--- config.mk ---
export PLATFORM = sky130hd
export DESIGN_NAME = adc_host_if
export DESIGN_NICKNAME = d
export VERILOG_FILES = /design/src/adc_pkg.sv /design/src/adc_host_if.sv /design/src/pin_sync.sv
export VERILOG_INCLUDE_DIRS = /design/src
export SDC_FILE = /design/constraint.sdc
export NUM_CORES = 1
export LEC_CHECK = 0
export BUFFER_PORTS_ARGS = -buffer_cell sky130_fd_sc_hd__buf_2
export CORE_ASPECT_RATIO = 0.75
export CORE_MARGIN = 2
export CORE_UTILIZATION = 50
export DETAILED_ROUTE_END_ITERATION = 10
export PLACE_DENSITY_LB_ADDON = 0.15
export SETUP_SLACK_MARGIN = 0.1
export SYNTH_ARGS = -nofsm -noshare
export SYNTH_HDL_FRONTEND = slang
export SYNTH_HIERARCHICAL = 1
export SYNTH_SLANG_ARGS = --single-unit
export TNS_END_PERCENT = 10
--- constraint.sdc ---
create_clock -name CLK_I -period 4.95 [get_ports CLK_I]
set_clock_uncertainty 0.05 [all_clocks]
set_input_delay 0.99 -clock CLK_I [delete_from_list [all_inputs] [get_ports CLK_I]]
set_output_delay 0.99 -clock CLK_I [all_outputs]
set_load 0.005 [all_outputs]
--- src/adc_params.svh ---
`ifndef ADC_PARAMS_SVH
`define ADC_PARAMS_SVH

// Clock and timing
`define CLK_FREQ_MHZ        200
`define ACQ_TIME_NS         2000
`define CONV_TIME_NS        8000
`define SCLK_HALF_NS        40
`define RDERR_TIME_NS       80
`define ACQ_CYCLES          ((`ACQ_TIME_NS * `CLK_FREQ_MHZ + 999) / 1000)
`define CONV_CYCLES         ((`CONV_TIME_NS * `CLK_FREQ_MHZ + 999) / 1000)
`define SCLK_HALF_CYCLES    ((`SCLK_HALF_NS * `CLK_FREQ_MHZ) / 1000)
`define RDERR_CYCLES        ((`RDERR_TIME_NS * `CLK_FREQ_MHZ + 999) / 1000)
`define RESULT_BITS         16

// Register byte offsets
`define REG_CTRL            8'h00
`define REG_STATUS          8'h04
`define REG_RESULT          8'h08
`define REG_IRQ_STAT        8'h0c
`define REG_IRQ_MASK        8'h10

// Control register fields
`define CTRL_SER_SEL        0
`define CTRL_CLK_SRC        1
`define CTRL_SYNC_INV       2
`define CTRL_SCLK_INV       3
`define CTRL_PWR_DOWN       4
`define CTRL_REF_OFF        5
`define CTRL_BUF_OFF        6
`define CTRL_SOFT_RST       7
`define CTRL_WIDTH          7
`define CTRL_RESET          7'h00

// Status and interrupt fields
`define STAT_BUSY           0
`define STAT_PDOWN          1
`define STAT_READING        2
`define IRQ_DONE            0
`define IRQ_RDERR           1
`define IRQ_WIDTH           2

// Shared pin positions
`define PIN_SER_DATA        8
`define PIN_SCLK            9
`define PIN_SYNC            10
`define PIN_RDERR           11

// Bus responses
`define RESP_OKAY           2'b00
`define RESP_SLVERR         2'b10

`endif

--- src/adc_pkg.sv ---
package adc_pkg;

    typedef enum logic [1:0]
    {
        ST_ACQ,
        ST_WAIT,
        ST_CONV,
        ST_PDOWN
    } conv_state_t;

endpackage

--- src/adc_host_if.sv ---
`timescale 1ns/100ps
`include "adc_params.svh"

module adc_host_if
    import adc_pkg::*;
(
    input  wire logic        CLK_I,
    input  wire logic        SYS_RST_I,
    input  wire logic [7:0]  AWADDR_I,
    input  wire logic        AWVALID_I,
    output logic             AWREADY_O,
    input  wire logic [31:0] WDATA_I,
    input  wire logic [3:0]  WSTRB_I,
    input  wire logic        WVALID_I,
    output logic             WREADY_O,
    output logic [1:0]       BRESP_O,
    output logic             BVALID_O,
    input  wire logic        BREADY_I,
    input  wire logic [7:0]  ARADDR_I,
    input  wire logic        ARVALID_I,
    output logic             ARREADY_O,
    output logic [31:0]      RDATA_O,
    output logic [1:0]       RRESP_O,
    output logic             RVALID_O,
    input  wire logic        RREADY_I,
    input  wire logic        CONVERSION_START_N_I,
    input  wire logic        DEVICE_SELECT_N_I,
    input  wire logic        READ_N_I,
    input  wire logic        SCLK_IN_I,
    input  wire logic [15:0] SAMPLE_CODE_I,
    output logic [15:0]      DATA_O,
    output logic [15:0]      DATA_OE_N_O,
    output logic             BUSY_O,
    output logic             REF_ON_O,
    output logic             BUF_ON_O,
    output logic             LOW_POWER_O,
    output logic             IRQ_O
);

    logic [`CTRL_WIDTH-1:0] ctrl;
    logic [`IRQ_WIDTH-1:0]  irq_stat;
    logic [`IRQ_WIDTH-1:0]  irq_mask;
    logic                   soft_rst;
    logic                   aw_held;
    logic                   w_held;
    logic [7:0]             aw_addr;
    logic [31:0]            w_data;
    logic [3:0]             w_strb;
    logic                   do_write;
    logic                   do_read;
    logic [31:0]            next_rdata;
    logic [1:0]             next_rresp;
    logic                   ser_sel;
    logic                   clk_ext;
    conv_state_t            state;
    logic [11:0]            cnt;
    logic [15:0]            held_code;
    logic [15:0]            result;
    logic                   conv_end;
    logic                   unread;
    logic [15:0]            shreg;
    logic [4:0]             bit_cnt;
    logic                   int_active;
    logic                   sclk_int;
    logic [7:0]             div_cnt;
    logic                   half_tick;
    logic                   ext_edge;
    logic                   ext_started;
    logic                   rd_err_evt;
    logic [7:0]             rderr_cnt;
    logic                   cnv_lvl;
    logic                   cnv_fall;
    logic                   cs_n_lvl;
    logic                   rd_n_lvl;
    logic                   sclk_rise;
    logic                   sclk_fall;
    logic                   bus_en;
    logic [15:0]            next_data;
    logic [15:0]            next_oe_n;

    pin_sync u_sync_cnv (
        .clk_i   (CLK_I),
        .rst_i   (SYS_RST_I),
        .pin_i   (CONVERSION_START_N_I),
        .level_o (cnv_lvl),
        .rise_o  (),
        .fall_o  (cnv_fall)
    );

    pin_sync u_sync_cs (
        .clk_i   (CLK_I),
        .rst_i   (SYS_RST_I),
        .pin_i   (DEVICE_SELECT_N_I),
        .level_o (cs_n_lvl),
        .rise_o  (),
        .fall_o  ()
    );

    pin_sync u_sync_rd (
        .clk_i   (CLK_I),
        .rst_i   (SYS_RST_I),
        .pin_i   (READ_N_I),
        .level_o (rd_n_lvl),
        .rise_o  (),
        .fall_o  ()
    );

    pin_sync #(.INIT(1'b0)) u_sync_sclk (
        .clk_i   (CLK_I),
        .rst_i   (SYS_RST_I),
        .pin_i   (SCLK_IN_I),
        .level_o (),
        .rise_o  (sclk_rise),
        .fall_o  (sclk_fall)
    );

    // Register slave
    assign AWREADY_O = ~aw_held;
    assign WREADY_O  = ~w_held;
    assign ARREADY_O = ~RVALID_O;
    assign do_write  = aw_held & w_held & ~BVALID_O;
    assign do_read   = ARVALID_I & ~RVALID_O;

    always_ff @(posedge CLK_I or posedge SYS_RST_I)
    begin
        if (SYS_RST_I)
        begin
            aw_held  <= 1'b0;
            w_held   <= 1'b0;
            aw_addr  <= 8'h00;
            w_data   <= 32'h0000_0000;
            w_strb   <= 4'h0;
            BVALID_O <= 1'b0;
            BRESP_O  <= `RESP_OKAY;
        end
        else
        begin
            if (AWVALID_I && !aw_held)
            begin
                aw_held <= 1'b1;
                aw_addr <= AWADDR_I;
            end
            if (WVALID_I && !w_held)
            begin
                w_held <= 1'b1;
                w_data <= WDATA_I;
                w_strb <= WSTRB_I;
            end
            if (do_write)
            begin
                aw_held  <= 1'b0;
                w_held   <= 1'b0;
                BVALID_O <= 1'b1;
                BRESP_O  <= (aw_addr[7:2] == `REG_CTRL >> 2 ||
                             aw_addr[7:2] == `REG_IRQ_MASK >> 2) ? `RESP_OKAY : `RESP_SLVERR;
            end
            else if (BREADY_I)
            begin
                BVALID_O <= 1'b0;
            end
        end
    end

    always_ff @(posedge CLK_I or posedge SYS_RST_I)
    begin
        if (SYS_RST_I)
        begin
            ctrl     <= `CTRL_RESET;
            irq_mask <= '0;
            soft_rst <= 1'b0;
        end
        else
        begin
            soft_rst <= 1'b0;
            if (do_write && w_strb[0] && aw_addr[7:2] == `REG_CTRL >> 2)
            begin
                ctrl     <= w_data[`CTRL_WIDTH-1:0];
                soft_rst <= w_data[`CTRL_SOFT_RST];
            end
            if (do_write && w_strb[0] && aw_addr[7:2] == `REG_IRQ_MASK >> 2)
            begin
                irq_mask <= w_data[`IRQ_WIDTH-1:0];
            end
        end
    end

    always_comb
    begin
        next_rdata = 32'h0000_0000;
        next_rresp = `RESP_OKAY;
        unique case (ARADDR_I[7:2])
            `REG_CTRL >> 2:     next_rdata[`CTRL_WIDTH-1:0] = ctrl;
            `REG_STATUS >> 2:
            begin
                next_rdata[`STAT_BUSY]    = BUSY_O;
                next_rdata[`STAT_PDOWN]   = (state == ST_PDOWN);
                next_rdata[`STAT_READING] = int_active | ext_started;
            end
            `REG_RESULT >> 2:   next_rdata[15:0] = result;
            `REG_IRQ_STAT >> 2: next_rdata[`IRQ_WIDTH-1:0] = irq_stat;
            `REG_IRQ_MASK >> 2: next_rdata[`IRQ_WIDTH-1:0] = irq_mask;
            default:            next_rresp = `RESP_SLVERR;
        endcase
    end

    always_ff @(posedge CLK_I or posedge SYS_RST_I)
    begin
        if (SYS_RST_I)
        begin
            RVALID_O <= 1'b0;
            RDATA_O  <= 32'h0000_0000;
            RRESP_O  <= `RESP_OKAY;
        end
        else if (do_read)
        begin
            RVALID_O <= 1'b1;
            RDATA_O  <= next_rdata;
            RRESP_O  <= next_rresp;
        end
        else if (RREADY_I)
        begin
            RVALID_O <= 1'b0;
        end
    end

    // Interrupt status: a new event wins over the read clear
    always_ff @(posedge CLK_I or posedge SYS_RST_I)
    begin
        if (SYS_RST_I)
        begin
            irq_stat <= '0;
        end
        else
        begin
            if (do_read && ARADDR_I[7:2] == `REG_IRQ_STAT >> 2)
            begin
                irq_stat <= '0;
            end
            if (conv_end)
            begin
                irq_stat[`IRQ_DONE] <= 1'b1;
            end
            if (rd_err_evt)
            begin
                irq_stat[`IRQ_RDERR] <= 1'b1;
            end
        end
    end

    assign IRQ_O = |(irq_stat & irq_mask);

    // Conversion sequencer
    assign ser_sel  = ctrl[`CTRL_SER_SEL];
    assign clk_ext  = ctrl[`CTRL_CLK_SRC];
    assign conv_end = (state == ST_CONV) && (cnt == 12'(`CONV_CYCLES - 1));

    always_ff @(posedge CLK_I or posedge SYS_RST_I)
    begin
        if (SYS_RST_I)
        begin
            state     <= ST_ACQ;
            cnt       <= 12'h000;
            held_code <= 16'h0000;
            result    <= 16'h0000;
            BUSY_O    <= 1'b0;
        end
        else if (soft_rst)
        begin
            state  <= ST_ACQ;
            cnt    <= 12'h000;
            BUSY_O <= 1'b0;
        end
        else
        begin
            unique case (state)
                ST_ACQ:
                begin
                    cnt <= cnt + 12'h001;
                    if (cnt == 12'(`ACQ_CYCLES - 1))
                    begin
                        cnt <= 12'h000;
                        if (ctrl[`CTRL_PWR_DOWN])
                        begin
                            state <= ST_PDOWN;
                        end
                        else if (!cnv_lvl)
                        begin
                            state     <= ST_CONV;
                            held_code <= SAMPLE_CODE_I;
                            BUSY_O    <= 1'b1;
                        end
                        else
                        begin
                            state <= ST_WAIT;
                        end
                    end
                end
                ST_WAIT:
                begin
                    if (ctrl[`CTRL_PWR_DOWN])
                    begin
                        state <= ST_PDOWN;
                    end
                    else if (cnv_fall)
                    begin
                        state     <= ST_CONV;
                        held_code <= SAMPLE_CODE_I;
                        BUSY_O    <= 1'b1;
                    end
                end
                ST_CONV:
                begin
                    cnt <= cnt + 12'h001;
                    if (conv_end)
                    begin
                        cnt    <= 12'h000;
                        result <= held_code;
                        BUSY_O <= 1'b0;
                        state  <= ctrl[`CTRL_PWR_DOWN] ? ST_PDOWN : ST_ACQ;
                    end
                end
                ST_PDOWN:
                begin
                    if (!ctrl[`CTRL_PWR_DOWN])
                    begin
                        state <= ST_ACQ;
                    end
                end
            endcase
        end
    end

    always_ff @(posedge CLK_I or posedge SYS_RST_I)
    begin
        if (SYS_RST_I)
        begin
            LOW_POWER_O <= 1'b0;
            REF_ON_O    <= 1'b1;
            BUF_ON_O    <= 1'b1;
        end
        else
        begin
            LOW_POWER_O <= (state == ST_PDOWN);
            REF_ON_O    <= ~ctrl[`CTRL_REF_OFF];
            BUF_ON_O    <= ~ctrl[`CTRL_BUF_OFF];
        end
    end

    // Serial port
    assign bus_en      = ~cs_n_lvl & ~rd_n_lvl;
    assign ext_edge    = ser_sel & clk_ext & ~cs_n_lvl &
                         (ctrl[`CTRL_SCLK_INV] ? sclk_fall : sclk_rise);
    assign ext_started = clk_ext && bit_cnt != 5'd0 && bit_cnt != 5'(`RESULT_BITS);
    assign rd_err_evt  = conv_end & ser_sel & ext_started;
    assign half_tick   = int_active && div_cnt == 8'(`SCLK_HALF_CYCLES - 1);

    always_ff @(posedge CLK_I or posedge SYS_RST_I)
    begin
        if (SYS_RST_I)
        begin
            shreg      <= 16'h0000;
            bit_cnt    <= 5'd0;
            unread     <= 1'b0;
            int_active <= 1'b0;
            sclk_int   <= 1'b0;
            div_cnt    <= 8'h00;
        end
        else if (soft_rst)
        begin
            bit_cnt    <= 5'd0;
            unread     <= 1'b0;
            int_active <= 1'b0;
            sclk_int   <= 1'b0;
            div_cnt    <= 8'h00;
        end
        else if (conv_end)
        begin
            shreg      <= held_code;
            bit_cnt    <= 5'd0;
            unread     <= 1'b1;
            int_active <= 1'b0;
            sclk_int   <= 1'b0;
            div_cnt    <= 8'h00;
        end
        else if (ext_edge && bit_cnt != 5'(`RESULT_BITS))
        begin
            shreg   <= {shreg[14:0], 1'b0};
            bit_cnt <= bit_cnt + 5'd1;
            unread  <= 1'b0;
        end
        else if (!int_active)
        begin
            if (ser_sel && !clk_ext && bus_en && unread)
            begin
                int_active <= 1'b1;
                unread     <= 1'b0;
            end
        end
        else
        begin
            div_cnt <= half_tick ? 8'h00 : div_cnt + 8'h01;
            if (half_tick)
            begin
                sclk_int <= ~sclk_int;
                if (sclk_int)
                begin
                    shreg   <= {shreg[14:0], 1'b0};
                    bit_cnt <= bit_cnt + 5'd1;
                    if (bit_cnt == 5'(`RESULT_BITS - 1))
                    begin
                        int_active <= 1'b0;
                        bit_cnt    <= 5'd0;
                    end
                end
            end
        end
    end

    always_ff @(posedge CLK_I or posedge SYS_RST_I)
    begin
        if (SYS_RST_I)
        begin
            rderr_cnt <= 8'h00;
        end
        else if (soft_rst)
        begin
            rderr_cnt <= 8'h00;
        end
        else if (rd_err_evt)
        begin
            rderr_cnt <= 8'(`RDERR_CYCLES);
        end
        else if (rderr_cnt != 8'h00)
        begin
            rderr_cnt <= rderr_cnt - 8'h01;
        end
    end

    // Pin multiplexing
    always_comb
    begin
        next_data = result;
        next_oe_n = bus_en ? 16'h0000 : 16'hffff;
        if (ser_sel)
        begin
            next_data[`PIN_SER_DATA] = shreg[15];
            next_data[`PIN_SCLK]  = sclk_int;
            next_data[`PIN_SYNC]  = int_active ^ ctrl[`CTRL_SYNC_INV];
            next_data[`PIN_RDERR] = (rderr_cnt != 8'h00);
            next_oe_n[7:0]        = 8'hff;
            if (clk_ext)
            begin
                next_oe_n[`PIN_SCLK] = 1'b1;
            end
        end
    end

    always_ff @(posedge CLK_I or posedge SYS_RST_I)
    begin
        if (SYS_RST_I)
        begin
            DATA_O      <= 16'h0000;
            DATA_OE_N_O <= 16'hffff;
        end
        else
        begin
            DATA_O      <= next_data;
            DATA_OE_N_O <= next_oe_n;
        end
    end

endmodule // adc_host_if

--- src/pin_sync.sv ---
`timescale 1ns/100ps

module pin_sync #(
    parameter logic INIT = 1'b1
) (
    input  wire logic clk_i,
    input  wire logic rst_i,
    input  wire logic pin_i,
    output logic      level_o,
    output logic      rise_o,
    output logic      fall_o
);

    logic meta;
    logic prev;

    always_ff @(posedge clk_i or posedge rst_i)
    begin
        if (rst_i)
        begin
            meta    <= INIT;
            level_o <= INIT;
            prev    <= INIT;
        end
        else
        begin
            meta    <= pin_i;
            level_o <= meta;
            prev    <= level_o;
        end
    end

    assign rise_o = level_o & ~prev;
    assign fall_o = ~level_o & prev;

endmodule // pin_sync

After elaboration in Yosys (flattened, before gate mapping) --
Cells that the tools add are included.
Storage, ports and cells: flip-flop bits (word level) 185, bits of input ports 79, output and inout port bits 78, logic and storage cells 245
Cells by class: add/sub/neg operators 4, equality and inequality tests 28, muxes and demuxes 90, bitwise gates (word level) 28, reductions and logical operators 53
Operators with widths (count):
- $mux W16 | 11
- $mux W8 | 9
- $mux W1 | 39
- $mux W12 | 3
- $mux W5 | 7
- $pmux W16 S2 | 1
- $mux W2 | 12
- $ne A3 B3 Y1 const B | 8
- $pmux W12 S2 | 1
- $reduce_bool A3 Y1 | 7
- $reduce_bool A4 Y1 | 5
- $logic_and A1 B1 Y1 | 14
- $reduce_and A7 Y1 | 2
- $reduce_bool A2 Y1 | 7
- $not A1 Y1 | 13
- $add A12 B1 Y12 const B | 1
- $and A1 B1 Y1 | 12
- $eq A12 B11 Y1 const B | 1
- $eq A12 B9 Y1 const B | 1
- $eq A6 B2 Y1 const B | 2
- $eq A6 B3 Y1 const B | 2
- $logic_not A6 Y1 | 2
- $ne A2 B2 Y1 const B | 5
- $pmux W2 S5 | 1
- 29 further kinds | 37

Longest topological paths before layout --
word-level depth 9, gate-level depth with buffers 8

Cells and area by module --
The synthesis kept the hierarchy.
By module, submodules not included:
- adc_host_if | times used 1, cells each 618, area an instance 7151.9 um^2, seq. area each 3960.0 um^2
- pin_sync (u_sync_cnv ...) | times used 3, cells each 6, area an instance 97.6 um^2, seq. area each 78.8 um^2
- pin_sync (u_sync_sclk) | times used 1, cells each 6, area an instance 93.8 um^2, seq. area each 75.1 um^2

Least setup slack after synthesis --
No wires, ideal clock.
path type input -> register, start point in ARADDR_I[5], end point reg RDATA_O[1], arrival time 2258 ps, data required time 4835 ps, path slack 2577 ps, stages 5, buffers on the path 0, cells stage by stage or4_4 nor3_1 a221oi_1 o21ai_0 o21a_1
Between the ends: longest elaborated chain between the ends 2
Ends and longest elaborated chain:
- from (decl) | RTL line adc_host_if.sv:19 | input wire logic [7:0] ARADDR_I,
- $eq A6 B3 Y1 (tied with other cells) | RTL line adc_host_if.sv:191 | unique case (ARADDR_I[7:2])
- $pmux W2 S5 * | RTL line adc_host_if.sv:191
- to (signal assigned) | RTL line adc_host_if.sv:217 | RDATA_O <= next_rdata;
- to (decl) | RTL line adc_host_if.sv:22 | output logic [31:0] RDATA_O,
Every way passes the cells marked *; elsewhere a longest branch is shown, timed or not. A chain may end at the register's enable or synchronous reset.

Final worst setup path --
start point reg state[0], end point reg result[9]
Between the ends: longest elaborated chain between the ends 3
Ends and longest elaborated chain:
- from (decl) | RTL line adc_host_if.sv:55 | conv_state_t state;
- from (signal assigned) | RTL line adc_host_if.sv:319 | state <= ctrl[`CTRL_PWR_DOWN] ? ST_PDOWN : ST_ACQ;
- $eq A2 B2 Y1 * | RTL line adc_host_if.sv:255, adc_host_if.sv:275
- $logic_and A1 B1 Y1 | RTL line adc_host_if.sv:255 | assign conv_end = (state == ST_CONV) && (cnt == 12'(`CONV_CYCLES - 1));
- $reduce_and A3 Y1 (no line) *
- to (signal assigned) | RTL line adc_host_if.sv:317 | result <= held_code;
- to (decl) | RTL line adc_host_if.sv:58 | logic [15:0] result;
Marks and branches as above.

==> parameters.txt <==
Parameter                              Value

Setup path
  Reg-to-reg critical path startpoint    state[0]$_DFFE_PP0P_
  Gate family responsible for the most delay along the worst path    simple AND/OR/NAND/NOR gates
  Worst EP required    5210 ps
  Delay of the slowest cell on the worst path    700 ps
  Worst Reg-to-Reg Cells    5
  Startpoint Class    register
  Critical path, cell by cell    nor4b_1 > nand4b_1 > buf_4 > nor2_2 > mux2_2
  Category of the critical setup timing path    reg -> reg
  Worst path depth    5
  Register-to-register setup slack    2250 ps
  Worst path slowest cell    sky130_fd_sc_hd__nor2_2
  Crit path capture type    register
  Crit path max fanout    22
  End of the worst register-to-register path    result[9]$_DFFE_PP0P_
  Arrival @ worst endpoint    2960 ps
  Critical path startpoint    state[0]$_DFFE_PP0P_
  Buf/Inv on CP    1

Worst hold path
  Startpoint of the worst hold path    u_sync_cnv/meta$_DFF_PP1_
  Hold Path Sink    u_sync_cnv/level_o$_DFF_PP1_
  Instance count along the most critical hold path    0
  Min-Delay Path Class    reg -> reg

Cells and area
  Final instance count without filler cells    944
  Antenna diode count    0
  Net count of the finished layout    816
  Layout Cell Area excl Fill    8630 um^2
  Layout cells sized above 1    0.327
  Layout-stage area growth over the synthesis result    15.8%

Flow run
  Max-capacitance violation count    0

CTS
  Setup fix buffers added after clock tree synthesis    0
  Clock latency reported for the late side of the worst-skew pair    430 ps
  Quantity of hold-fixing buffers added after cts    0
  TritonCTS clock tree    done
  TritonCTS buffer count    17
  Max Root-Sink Buffers    2
  Post-CTS sizing    0
  Reg clk slew, reported paths    60 ps
  Root buffer cell    sky130_fd_sc_hd__clkbuf_16
  TritonCTS Sinks    168
  H-Tree Depth    4

Placed design
  Final estimated routing congestion in global placement    0.793
  Estimated wirelength of the detail-placed design    11100 um
  IO Port Bufs    107
  Placed cell count    912
  Placed cell area    8020 um^2

STA
  Max transition margin    0.371
  Transition at the pin with the smallest max-transition slack    944 ps
  Final setup violation count    0
  Min cycle time layout    2700 ps
  Slew Limit Fails    0
  Total negative slack    0 ps
  Portion of the clock cycle consumed by the worst path in the final layout    0.545
  Setup repair after global routing missed its margin    no
  Peak Freq    371 MHz
  Post-Route Hold Slack    307 ps
  Total count of hold-check failures in the final report    0

GRT
  Initial antenna violation count    2
  Number of global-route vias before repair    5007
  Total GRT Usage    0.212
  Overflow left after global routing    0
  Largest net degree at the start of global routing    134
  Wire length of the first global-routing pass    26000 um

Power
  Logic gate share of total power    0.138
  Internal power consumption    2.65 mW
  Overall Power    3.62 mW
  Power dissipated by switching net loads    974 uW
  Static Leakage    4.15 nW
  Portion of total power attributed to the clock network    0.376
  Sequential group share of total power    0.486
  Peak VDD IR    268 uV
  PwrDens    420 nW/um^2
  Switching portion of total power    0.269

Route
  Met3 wire length    769 um
  Total wirelength of the detailed-routed design    15800 um
  Pre-antenna DRT Iters    4
  Number of routed nets with antenna violations    0
  Met2 Wirelength    7230 um
  Highest metal used    met5
  Post-route DRC violation count    0
  Vias per cell    5.35
  Detailed-routing wirelength on met1    7740 um
  Routed length per placed instance    16.8 um
  Total via count in the routed design    5047
  First DRT Iteration DRCs    281

Floorplan
  Overall die width    145 um
  Placeable Area    14500 um^2
  Die height    110 um
  Boundary pin count    157
  Rows    38
  Die outline area    15900 um^2
  Initial cell density of the core    0.514

Logic synthesis
  Post-Syn Area    7450 um^2
  Synthesis warning total    6
  Synth Area per Inst    11.7 um^2
  Synthesized instance count    635

Outcome
  Status    finished clean
## worst max-delay path by stage
| stage | to | slack, ps |
|---|---|---|
| after global routing | result[15]$_DFFE_PP0P_ | 2010 |
| final | result[9]$_DFFE_PP0P_ | 2250 |
| after CTS | result[9]$_DFFE_PP0P_ | 2240 |
| after floorplan | BRESP_O[1]$_DFFE_PP0P_ | 1910 |
| after global placement | RDATA_O[1]$_DFFE_PP0P_ | 2090 |
| after detailed placement | RDATA_O[1]$_DFFE_PP0P_ | 2100 |
## cell type report
type / instances / area, um^2
fillers: 1194 / 5870
clock buffers: 18 / 439
multi-input cells: 406 / 2860
clock inverters: 14 / 174
inverters: 25 / 97.6
repair buffers: 113 / 593
well taps: 200 / 250
flip-flops and latches: 168 / 4220
## power groups by stage
stage	registers [mW]	logic, mW	clock network (mW)
2_1_floorplan	1.72	0.384	0
3_3_place_gp	1.77	0.484	0
3_5_place_dp	1.78	0.505	0
4_1_cts	1.76	0.507	1.38
5_1_grt	1.79	0.565	1.45
6_report	1.76	0.499	1.36
## state kept, by name (all words and copies together) (netlist names), 2 cells and up
name         cells
DATA_O          16
RDATA_O         16
held_code       16
result          16
shreg           16
cnt             12
div_cnt          8
rderr_cnt        8
w_data           8
ctrl             7
aw_addr          6
bit_cnt          5
DATA_OE_N_O      3
irq_mask         2
irq_stat         2
state            2
## layout by cell type, fill, tap and decap left out, types with 3 or more instances in the layout
cell	count
sky130_fd_sc_hd__nor2b_1	9
sky130_fd_sc_hd__buf_4	5
sky130_fd_sc_hd__bufinv_16	3
sky130_fd_sc_hd__nand4bb_1	3
sky130_fd_sc_hd__xor2_1	10
sky130_fd_sc_hd__a31oi_1	3
sky130_fd_sc_hd__clkinvlp_4	5
sky130_fd_sc_hd__xnor2_1	9
sky130_fd_sc_hd__a221oi_1	6
sky130_fd_sc_hd__o22a_1	30
sky130_fd_sc_hd__inv_1	24
sky130_fd_sc_hd__nor4_1	6
sky130_fd_sc_hd__nor2_1	50
sky130_fd_sc_hd__dfrtp_1	156
sky130_fd_sc_hd__and3_1	4
sky130_fd_sc_hd__nand4_1	5
sky130_fd_sc_hd__dfstp_2	12
sky130_fd_sc_hd__nand3_1	20
sky130_fd_sc_hd__clkinv_4	3
sky130_fd_sc_hd__nand2b_1	8
sky130_fd_sc_hd__nor2_2	3
sky130_fd_sc_hd__nor3_1	12
sky130_fd_sc_hd__clkbuf_16	17
sky130_fd_sc_hd__conb_1	18
sky130_fd_sc_hd__o21ai_0	21
sky130_fd_sc_hd__nand3b_1	3
sky130_fd_sc_hd__mux2_2	50
sky130_fd_sc_hd__nand2_1	50
sky130_fd_sc_hd__or3_1	6
sky130_fd_sc_hd__a21oi_1	17
sky130_fd_sc_hd__mux2_4	9
sky130_fd_sc_hd__buf_2	107
sky130_fd_sc_hd__ha_1	6
## per-layer routing
layer | vias to the layer above | global-route usage
li1 | 2383 | -
met1 | 2516 | 0.293
met2 | 136 | 0.333
met3 | 10 | 0.0461
met4 | 2 | 0.0771
met5 | - | 0
## stage by stage
step	setup slack, ps	util
after CTS	2240	0.595
after floorplan	1910	-
after global placement	2090	0.553
final	2250	0.595
after detailed placement	2100	0.553
after global routing	2010	0.595
Note: power is estimated with default switching activity, not from simulation.
